### src/host_port_consts.svh
// constants for the 16-bit host port and its dword assembly
// assumes inclusion by bare name from the package and both ends
`ifndef HOST_PORT_CONSTS_SVH
`define HOST_PORT_CONSTS_SVH

// ----------------------------------------------------------------
// host bus geometry
// ----------------------------------------------------------------
`define HALF_W           16
`define DWORD_W          32
`define ADDR_HI          7
`define DW_ADDR_W        6
// last dword index of the data fifo port window (byte 00h..3Ch)
`define FIFO_PORT_LAST   6'h0f

// ----------------------------------------------------------------
// word swap setting and buffering
// ----------------------------------------------------------------
`define WORD_SWAP_ON     32'hffff_ffff
`define BUF_DEPTH        2

`endif

### src/host_port_pkg.sv
// types and lane mapping shared by both ends of the host port
// assumes the constants header is on the include path
`include "host_port_consts.svh"

package host_port_pkg;

   // ----------------------------------------------------------------
   // access path classes
   // ----------------------------------------------------------------
   typedef enum logic [1:0] {
      PATH_FIFO_PORT,
      PATH_DIRECT_SEL,
      PATH_OTHER
   } path_t;

   typedef enum logic [2:0] {
      H_IDLE,
      H_FIRST,
      H_SECOND,
      H_WAIT1,
      H_WAIT2
   } host_state_t;

   // bus-order dword {half at bit1 set, half at bit1 clear} from internal
   // order; both steps are involutions and commute, so the same function
   // serves reads and writes in their required order
   function automatic logic [`DWORD_W-1:0] lane_map(
      input logic [`DWORD_W-1:0] d,
      input logic                big,
      input logic                swap
   );
      logic [`DWORD_W-1:0] e;
      e = big ? {d[7:0], d[15:8], d[23:16], d[31:24]} : d;
      lane_map = swap ? {e[15:0], e[31:16]} : e;
   endfunction : lane_map

endpackage : host_port_pkg

### src/host_port_if.sv
// link between the host end and the device end of the 16-bit port
// assumes one shared clock; one access per acc_valid pulse
`timescale 1ns/1ps
`include "host_port_consts.svh"

interface host_port_if;
   logic                acc_valid;  // one-cycle access strobe
   logic                acc_write;  // 1 write, 0 read
   logic                acc_sel;    // direct fifo select input
   logic [`ADDR_HI:1]   acc_addr;   // bit 1 picks the half
   logic [`HALF_W-1:0]  acc_wdata;
   logic                acc_ready;  // device can take an access
   logic                rd_valid;   // one-cycle read answer
   logic [`HALF_W-1:0]  rd_data;

   modport dev (input acc_valid, acc_write, acc_sel, acc_addr, acc_wdata,
                output acc_ready, rd_valid, rd_data);
   modport hst (output acc_valid, acc_write, acc_sel, acc_addr, acc_wdata,
                input acc_ready, rd_valid, rd_data);
endinterface : host_port_if

### src/host_port_device.sv
// device end: pairs 16-bit host accesses into dwords with endian/swap
// assumes one clock; inner side offers dword read data on request
`timescale 1ns/1ps
`include "host_port_consts.svh"

module host_port_device
   import host_port_pkg::*;
#(
   parameter int unsigned DEPTH = `BUF_DEPTH
)
(
   // clock and reset
   input  wire logic                  sys_clk,
   input  wire logic                  srst,
   // link
   host_port_if.dev                   bus,
   // configuration levels
   input  wire logic                  fifo_port_big_endian,
   input  wire logic                  direct_select_big_endian,
   input  wire logic [`DWORD_W-1:0]   word_swap,
   // committed write dwords
   output logic                       wr_valid_q,
   output logic [`DW_ADDR_W-1:0]      wr_addr_q,
   output logic                       wr_sel_q,
   output logic [`DWORD_W-1:0]        wr_data_q,
   input  wire logic                  wr_ready,
   // read dword fetch
   output logic                       rd_req_q,
   output logic [`DW_ADDR_W-1:0]      rd_addr_q,
   output logic                       rd_sel_q,
   input  wire logic                  rd_ack,
   input  wire logic [`DWORD_W-1:0]   rd_dword
);

   localparam int unsigned ENT_W = `DW_ADDR_W + 1 + `DWORD_W;

   logic                    acc_ready_q;
   logic                    rd_valid_q;
   logic [`HALF_W-1:0]      rd_data_q;
   logic                    wpend_q;
   logic                    whalf_q;
   logic [`DW_ADDR_W-1:0]   waddr_q;
   logic [`HALF_W-1:0]      whold_q;
   logic                    rpend_q;
   logic                    rhalf_q;
   logic [`DW_ADDR_W-1:0]   raddr_q;
   logic                    rsel_q;
   logic [`DWORD_W-1:0]     rbus_q;
   logic                    rbusy_q;
   logic [ENT_W-1:0]        ent_q [DEPTH];
   logic [1:0]              cnt_q;
   logic [1:0]              cnt_d;
   logic                    push;
   logic                    pop;
   logic                    wr_acc;
   logic                    rd_acc;
   logic                    a1;
   logic [`DW_ADDR_W-1:0]   dwa;
   logic                    fetch;
   logic [`DWORD_W-1:0]     bus_dw;
   logic [ENT_W-1:0]        new_ent;
   logic [`DWORD_W-1:0]     rmap;

   assign bus.acc_ready = acc_ready_q;
   assign bus.rd_valid  = rd_valid_q;
   assign bus.rd_data   = rd_data_q;

   assign wr_acc = bus.acc_valid && bus.acc_write;
   assign rd_acc = bus.acc_valid && !bus.acc_write;
   assign a1     = bus.acc_addr[1];
   assign dwa    = bus.acc_addr[`ADDR_HI:2];

   // ----------------------------------------------------------------
   // path classification
   // ----------------------------------------------------------------
   // endian choice per path; registers and status fifo stay little
   function automatic logic path_big(input logic sel, input logic [`DW_ADDR_W-1:0] a);
      path_t p;
      p = sel ? PATH_DIRECT_SEL : (a <= `FIFO_PORT_LAST) ? PATH_FIFO_PORT : PATH_OTHER;
      unique case (p)
         PATH_FIFO_PORT:  path_big = fifo_port_big_endian;
         PATH_DIRECT_SEL: path_big = direct_select_big_endian;
         default:         path_big = 1'b0;
      endcase
   endfunction : path_big

   // swap only for the all-ones setting, on every path
   function automatic logic swap_on();
      swap_on = (word_swap == `WORD_SWAP_ON);
   endfunction : swap_on

   // ----------------------------------------------------------------
   // write half pairing
   // ----------------------------------------------------------------
   // bus-order dword from held half and the new one
   assign bus_dw = a1 ? {bus.acc_wdata, whold_q} : {whold_q, bus.acc_wdata};
   // same mapping undoes the bus order: swap, then endian
   // a process, not an assign, so the config levels read by the functions wake it
   always_comb
   begin
      new_ent = {dwa, bus.acc_sel, lane_map(bus_dw, path_big(bus.acc_sel, dwa), swap_on())};
   end
   // opposite half of the same dword completes it
   assign push = wr_acc && wpend_q && (a1 != whalf_q) && (dwa == waddr_q);

   always_ff @(posedge sys_clk)
   begin
      if (srst)
      begin
         wpend_q <= 1'b0;
         whalf_q <= 1'b0;
         waddr_q <= '0;
         whold_q <= '0;
      end
      else if (wr_acc)
      begin
         if (!wpend_q || dwa != waddr_q)
         begin
            // first half, or a moved address opens a fresh dword
            wpend_q <= 1'b1;
            whalf_q <= a1;
            waddr_q <= dwa;
            whold_q <= bus.acc_wdata;
         end
         else
            wpend_q <= 1'b0;   // pair done, or same half: transfer dropped
      end
   end

   // ----------------------------------------------------------------
   // two-entry buffer, head always in entry 0
   // ----------------------------------------------------------------
   // shifting keeps the outputs straight from flops at the cost of a move
   assign pop = wr_valid_q && wr_ready;

   always_comb
   begin
      cnt_d = cnt_q;
      if (push && !pop)
         cnt_d = cnt_q + 2'd1;
      else if (pop && !push)
         cnt_d = cnt_q - 2'd1;
   end

   always_ff @(posedge sys_clk)
   begin
      if (srst)
      begin
         cnt_q <= '0;
         for (int i = 0; i < DEPTH; i++)
            ent_q[i] <= '0;
      end
      else
      begin
         cnt_q <= cnt_d;
         if (pop)
         begin
            ent_q[0] <= (push && cnt_q == 2'd1) ? new_ent : ent_q[1];
            if (push && cnt_q == 2'd2)
               ent_q[1] <= new_ent;
         end
         else if (push)
            ent_q[cnt_q[0]] <= new_ent;   // commit the assembled dword
      end
   end

   always_ff @(posedge sys_clk)
   begin
      if (srst)
      begin
         wr_valid_q <= 1'b0;
         wr_addr_q  <= '0;
         wr_sel_q   <= 1'b0;
         wr_data_q  <= '0;
      end
      else
      begin
         wr_valid_q <= (cnt_d != 2'd0);
         if (pop)
            {wr_addr_q, wr_sel_q, wr_data_q} <= (cnt_q == 2'd1) ? new_ent : ent_q[1];
         else if (cnt_q == 2'd0 && push)
            {wr_addr_q, wr_sel_q, wr_data_q} <= new_ent;
      end
   end

   // ----------------------------------------------------------------
   // read half pairing and fetch
   // ----------------------------------------------------------------
   // fetch unless this dword is pending; a repeated half is answered stale, no fetch
   assign fetch = rd_acc && !(rpend_q && dwa == raddr_q);

   // fetched dword in bus lane order: endian first, then swap
   always_comb
   begin
      rmap = lane_map(rd_dword, path_big(rsel_q, raddr_q), swap_on());
   end

   always_ff @(posedge sys_clk)
   begin
      if (srst)
      begin
         rpend_q   <= 1'b0;
         rhalf_q   <= 1'b0;
         raddr_q   <= '0;
         rsel_q    <= 1'b0;
         rbus_q    <= '0;
         rbusy_q   <= 1'b0;
         rd_req_q  <= 1'b0;
         rd_addr_q <= '0;
         rd_sel_q  <= 1'b0;
         rd_valid_q <= 1'b0;
         rd_data_q <= '0;
      end
      else
      begin
         rd_req_q   <= 1'b0;
         rd_valid_q <= 1'b0;
         if (rd_acc && rpend_q && a1 == rhalf_q && dwa == raddr_q)
         begin
            // repeated half: answer stale data, tracking restarts
            rpend_q    <= 1'b0;
            rd_valid_q <= 1'b1;
            rd_data_q  <= a1 ? rbus_q[31:16] : rbus_q[15:0];
         end
         else if (fetch)
         begin
            rhalf_q   <= a1;
            raddr_q   <= dwa;
            rsel_q    <= bus.acc_sel;
            rbusy_q   <= 1'b1;
            rd_req_q  <= 1'b1;
            rd_addr_q <= dwa;
            rd_sel_q  <= bus.acc_sel;
         end
         else if (rd_acc)
         begin
            rpend_q    <= 1'b0;   // second half closes the dword
            rd_valid_q <= 1'b1;
            rd_data_q  <= a1 ? rbus_q[31:16] : rbus_q[15:0];
         end
         if (rbusy_q && rd_ack)
         begin
            // endian first, then swap, into bus lane order
            rbus_q     <= rmap;
            rbusy_q    <= 1'b0;
            rpend_q    <= 1'b1;
            rd_valid_q <= 1'b1;
            rd_data_q  <= rhalf_q ? rmap[31:16] : rmap[15:0];
         end
      end
   end

   // ----------------------------------------------------------------
   // back-pressure: room for a whole dword and no fetch in flight
   // ----------------------------------------------------------------
   always_ff @(posedge sys_clk)
   begin
      if (srst)
         acc_ready_q <= 1'b0;
      else
         acc_ready_q <= (cnt_d != 2'd2) && !(fetch || (rbusy_q && !rd_ack));
   end

endmodule : host_port_device

### src/flat_wrapper.sv
// flat-port wrapper written by rule: the top's interface ports become plain ports
module host_port_device_flat import host_port_pkg::*;
#(
   parameter int unsigned DEPTH = `BUF_DEPTH
)
  (sys_clk, srst, fifo_port_big_endian, direct_select_big_endian, word_swap, wr_valid_q, wr_addr_q, wr_sel_q, wr_data_q, wr_ready, rd_req_q, rd_addr_q, rd_sel_q, rd_ack, rd_dword, bus_acc_valid, bus_acc_write, bus_acc_sel, bus_acc_addr, bus_acc_wdata, bus_acc_ready, bus_rd_valid, bus_rd_data);
  host_port_if bus_i ();
  input  wire logic sys_clk;
  input  wire logic srst;
  input  wire logic fifo_port_big_endian;
  input  wire logic direct_select_big_endian;
  input  wire logic [`DWORD_W-1:0] word_swap;
  output logic wr_valid_q;
  output logic [`DW_ADDR_W-1:0] wr_addr_q;
  output logic wr_sel_q;
  output logic [`DWORD_W-1:0] wr_data_q;
  input  wire logic wr_ready;
  output logic rd_req_q;
  output logic [`DW_ADDR_W-1:0] rd_addr_q;
  output logic rd_sel_q;
  input  wire logic rd_ack;
  input  wire logic [`DWORD_W-1:0] rd_dword;
  input wire logic [$bits(bus_i.acc_valid)-1:0] bus_acc_valid;
  input wire logic [$bits(bus_i.acc_write)-1:0] bus_acc_write;
  input wire logic [$bits(bus_i.acc_sel)-1:0] bus_acc_sel;
  input wire logic [$bits(bus_i.acc_addr)-1:0] bus_acc_addr;
  input wire logic [$bits(bus_i.acc_wdata)-1:0] bus_acc_wdata;
  output wire logic [$bits(bus_i.acc_ready)-1:0] bus_acc_ready;
  output wire logic [$bits(bus_i.rd_valid)-1:0] bus_rd_valid;
  output wire logic [$bits(bus_i.rd_data)-1:0] bus_rd_data;
  assign bus_i.acc_valid = bus_acc_valid;
  assign bus_i.acc_write = bus_acc_write;
  assign bus_i.acc_sel = bus_acc_sel;
  assign bus_i.acc_addr = bus_acc_addr;
  assign bus_i.acc_wdata = bus_acc_wdata;
  assign bus_acc_ready = bus_i.acc_ready;
  assign bus_rd_valid = bus_i.rd_valid;
  assign bus_rd_data = bus_i.rd_data;
  host_port_device #(.DEPTH(DEPTH)) u_core (.sys_clk(sys_clk), .srst(srst), .bus(bus_i), .fifo_port_big_endian(fifo_port_big_endian), .direct_select_big_endian(direct_select_big_endian), .word_swap(word_swap), .wr_valid_q(wr_valid_q), .wr_addr_q(wr_addr_q), .wr_sel_q(wr_sel_q), .wr_data_q(wr_data_q), .wr_ready(wr_ready), .rd_req_q(rd_req_q), .rd_addr_q(rd_addr_q), .rd_sel_q(rd_sel_q), .rd_ack(rd_ack), .rd_dword(rd_dword));
endmodule
### config.mk
export PLATFORM = sky130hd
export DESIGN_NAME = host_port_device_flat
export DESIGN_NICKNAME = d
export VERILOG_FILES = /design/src/host_port_pkg.sv /design/src/host_port_if.sv /design/src/host_port_device.sv /design/src/flat_wrapper.sv
export VERILOG_INCLUDE_DIRS = /design/src
export SDC_FILE = /design/constraint.sdc
export NUM_CORES = 1
export LEC_CHECK = 0
export BUFFER_PORTS_ARGS = -buffer_cell sky130_fd_sc_hd__buf_2
export CAP_MARGIN = 40
export CORE_UTILIZATION = 25
export DETAILED_ROUTE_END_ITERATION = 6
export HOLD_SLACK_MARGIN = 0.15
export PLACE_DENSITY = 0.5
export SYNTH_ARGS = -nofsm -noshare
export SYNTH_HDL_FRONTEND = slang
export SYNTH_SLANG_ARGS = --single-unit
### constraint.sdc
create_clock -name sys_clk -period 10 [get_ports sys_clk]
set_input_delay 2.5 -clock sys_clk [delete_from_list [all_inputs] [get_ports sys_clk]]
set_output_delay 2.5 -clock sys_clk [all_outputs]
set_load 0.02 [all_outputs]
==> run metrics <==
status=finished clean; Critical Path RT=10.06 ns; Total Neg Setup Slack=0 ns; Die Span Y=181 um; Layout Nets=1060; Yosys warnings=0; Yosys cell types=43; Post-Layout Cell Count=roughly 1400; total grt overflow=0; input/output buffers=roughly 160; final HPWL from detailed placement=15400 um; share of layout cells above drive strength 1=25.7%; clk slew on worst S/H paths=around 0.07 ns; CTS tree=yes; Final Wtd Congestion=0.734; ys async rst share=0%; drt total wl=22300 um; Leak=between 4 and 5 nW; Clock Tree Root=clkbuf_16; VDD IR-drop max=0.109 mV; Post-CTS Setup Inserts=0; Critical path buffers and inverters=2; core area=approximately 32000 sq um; Area Overhead vs Synth=23.4%; r2r startpoint=u_core.waddr_q[4]; Pre-antenna DRT Iters=4; skew final=0.0160 ns; Startpoint Class=input port; crit path max fanout=39; relative slew slack=around 48%; top cell type's share of synthesized area=31.7%; placed instance count=1344; die width=181 um; vias in the first global route=6028; H-Tree Depth=4; Post-CTS Resized=0; 1st-iter DRT viols=244; Clock Latency Late Sink=0.43 ns; DRT antenna net count=0; area leader, netlist=dfxtp_1; Worst Tran Pin Value=0.782 ns; crit path DAT=between 4 and 5 ns; Tightest Hold Check Type=reg -> reg; Levels on crit path=6; most instantiated cells after synthesis=mux2i_1, dfxtp_1, nand2_1, nor2_1, a21oi_1; CP max stage delay=0.56 ns; Slew Viols, Final=0; pin count of the biggest net entering global routing=62; Post-Syn Nets=approximately 920; Rows=65; Post-Place Cell Area=9310 sq um; endpoints failing setup=0; sequential element share of the synthesized area=46.2%; RSZ-0062 raised after global routing=false; CTS Buf Count=17; Pwr Density=roughly 170 nW/um^2; fmax=226 MHz; Final period util=44.2%; Die ar.=32800 sq um; remaining routing DRC violations=0; Via density=around 4.6; max_cap viols=0; final hold viol count=0; hold-fix buffer count after cts=0; synth top area cells=dfxtp_1, mux2i_1, edfxtp_1; gr usage total=13.6%; Reg2Reg Depth=5; R2R setup slack=7.78 ns; Synth Flop Type=dfxtp_1; mean post-synth cell area=9.75 sq um; CP startpoint=bus_acc_addr[0]; Setup crit end kind=register; dominant cell by count in the synthesized netlist=mux2i_1; delay-heaviest family, CP=buffers and inverters; min cycle time layout=4.42 ns; Slowest-stage cell, CP=buf_2; initial antenna violation count=3; R2R Path End=u_core.ent_q[1][0]; clock buffer depth=2; Worst Setup EP=u_core.ent_q[1][0]; Routed WL per cell=approximately 16 um; Finished Cell Area=9910 sq um; Netlist Area Pre-Place=8030 sq um; hold slack=~0.45 ns; Post-synth EDFFs=39; Starting Density=25.5%; vias=6303; post-synthesis instance total=just over 800; crit-path cells=buf_2, xor2_1, nand3_1, or3_4, o21bai_4, buf_4; global-route wire length before repair=34700 um; FF+latch count, synth=166; Clock Sinks=166; critical path class=in -> reg; # IOs=162
[sequential cells by signal, indices dropped and copies added (netlist names)]
| register | count |
|---|---|
| u_core.wr_data_q | 32 |
| u_core.bus.rd_valid | 1 |
| u_core.bus.rd_data | 16 |
| u_core.rsel_q | 1 |
| u_core.rpend_q | 1 |
| u_core.whalf_q | 1 |
| u_core.ent_q | 39 |
| u_core.wpend_q | 1 |
| u_core.wr_addr_q | 6 |
| u_core.cnt_q | 2 |
| u_core.rbusy_q | 1 |
| u_core.wr_sel_q | 1 |
| u_core.wr_valid_q | 1 |
| u_core.rbus_q | 32 |
| u_core.bus.acc_ready | 1 |
| u_core.raddr_q | 6 |
| u_core.rd_req_q | 1 |
| u_core.waddr_q | 6 |
| u_core.whold_q | 16 |
| u_core.rhalf_q | 1 |
[per-layer routing]
layer | track usage (%) | part of all wire [%] | vias up
met5 | 0 | 0.040 | -
met4 | 3.53 | 1.2 | 2
met3 | 3.97 | 4.9 | 17
met2 | 20.6 | 44 | 104
met1 | 18.6 | 49 | 2971
li1 | - | - | 3209
[report_power, final]
| part | total [mW] | internal (mW) | switching (mW) |
|---|---|---|---|
| Clock | 0.665 | 0.365 | 0.301 |
| Sequential | 0.732 | 0.716 | 0.0163 |
| Combinational | 0.240 | 0.0959 | 0.144 |
| Total | 1.64 | 1.18 | 0.461 |
[metrics by stage]
stage | util (%) | worst slack, ns | power (mW)
5_1_grt | 31.4 | 5.37 | 1.71
4_1_cts | 31.4 | 5.57 | 1.66
2_1_floorplan | - | 4.30 | 0.905
3_3_place_gp | 29.3 | 5.06 | 0.985
3_5_place_dp | 29.5 | 5.10 | 0.990
6_report | 31.4 | 5.58 | 1.64
[cell families after synthesis]
family / synth area share, %
DFF: 46.2
adders and majority gates: 0.467
muxes: 24.1
and+or+nand+nor: 11.3
buffers and inverters: 3.72
AOI/OAI and AO/OA: 12.3
xor gates and xnor gates: 1.95
[cell usage in the layout (no fill, tap or decap), drive strengths merged, types with 3 or more instances in the layout]
cell / instances
a211oi: 7
a21oi: 53
a22oi: 32
buf: 176
clkbuf: 21
clkinv: 3
dfxtp: 127
edfxtp: 39
ha: 3
inv: 20
mux2: 48
mux2i: 139
nand2: 100
nand2b: 4
nand3: 3
nand4: 9
nor2: 87
nor4: 4
o21ai: 49
o22ai: 16
xnor2: 14
xor2: 3
[tightest hold or removal path: stages, from the launching register on]
cell	delay, ns
dfxtp_1	0.31
nand2_1	0.05
a21oi_1	0.05
[final cells by class]
class,count,area (sq um)
inverter,12,45.0
clock buffer,21,493
timing repair buffer,176,955
sequential,166,3710
clock inverter,11,100
antenna,2,5.00
tap,402,503
multi-input combinational,588,4100
fill,3331,21600
[worst min-delay path by stage]
stage,startpoint,to,slack (ns),cells after the start
after CTS,u_core.rbus_q[7],u_core.rbus_q[7],0.45,2
final,u_core.rbus_q[9],u_core.rbus_q[9],0.45,2
after global placement,u_core.rbus_q[24],u_core.rbus_q[24],0.44,2
after detailed placement,u_core.rbus_q[7],u_core.rbus_q[7],0.44,2
after floorplan,u_core.rbus_q[0],u_core.rbus_q[0],0.43,2
after global routing,u_core.rbus_q[7],u_core.rbus_q[7],0.46,2
(Power assumes the default switching activity.)
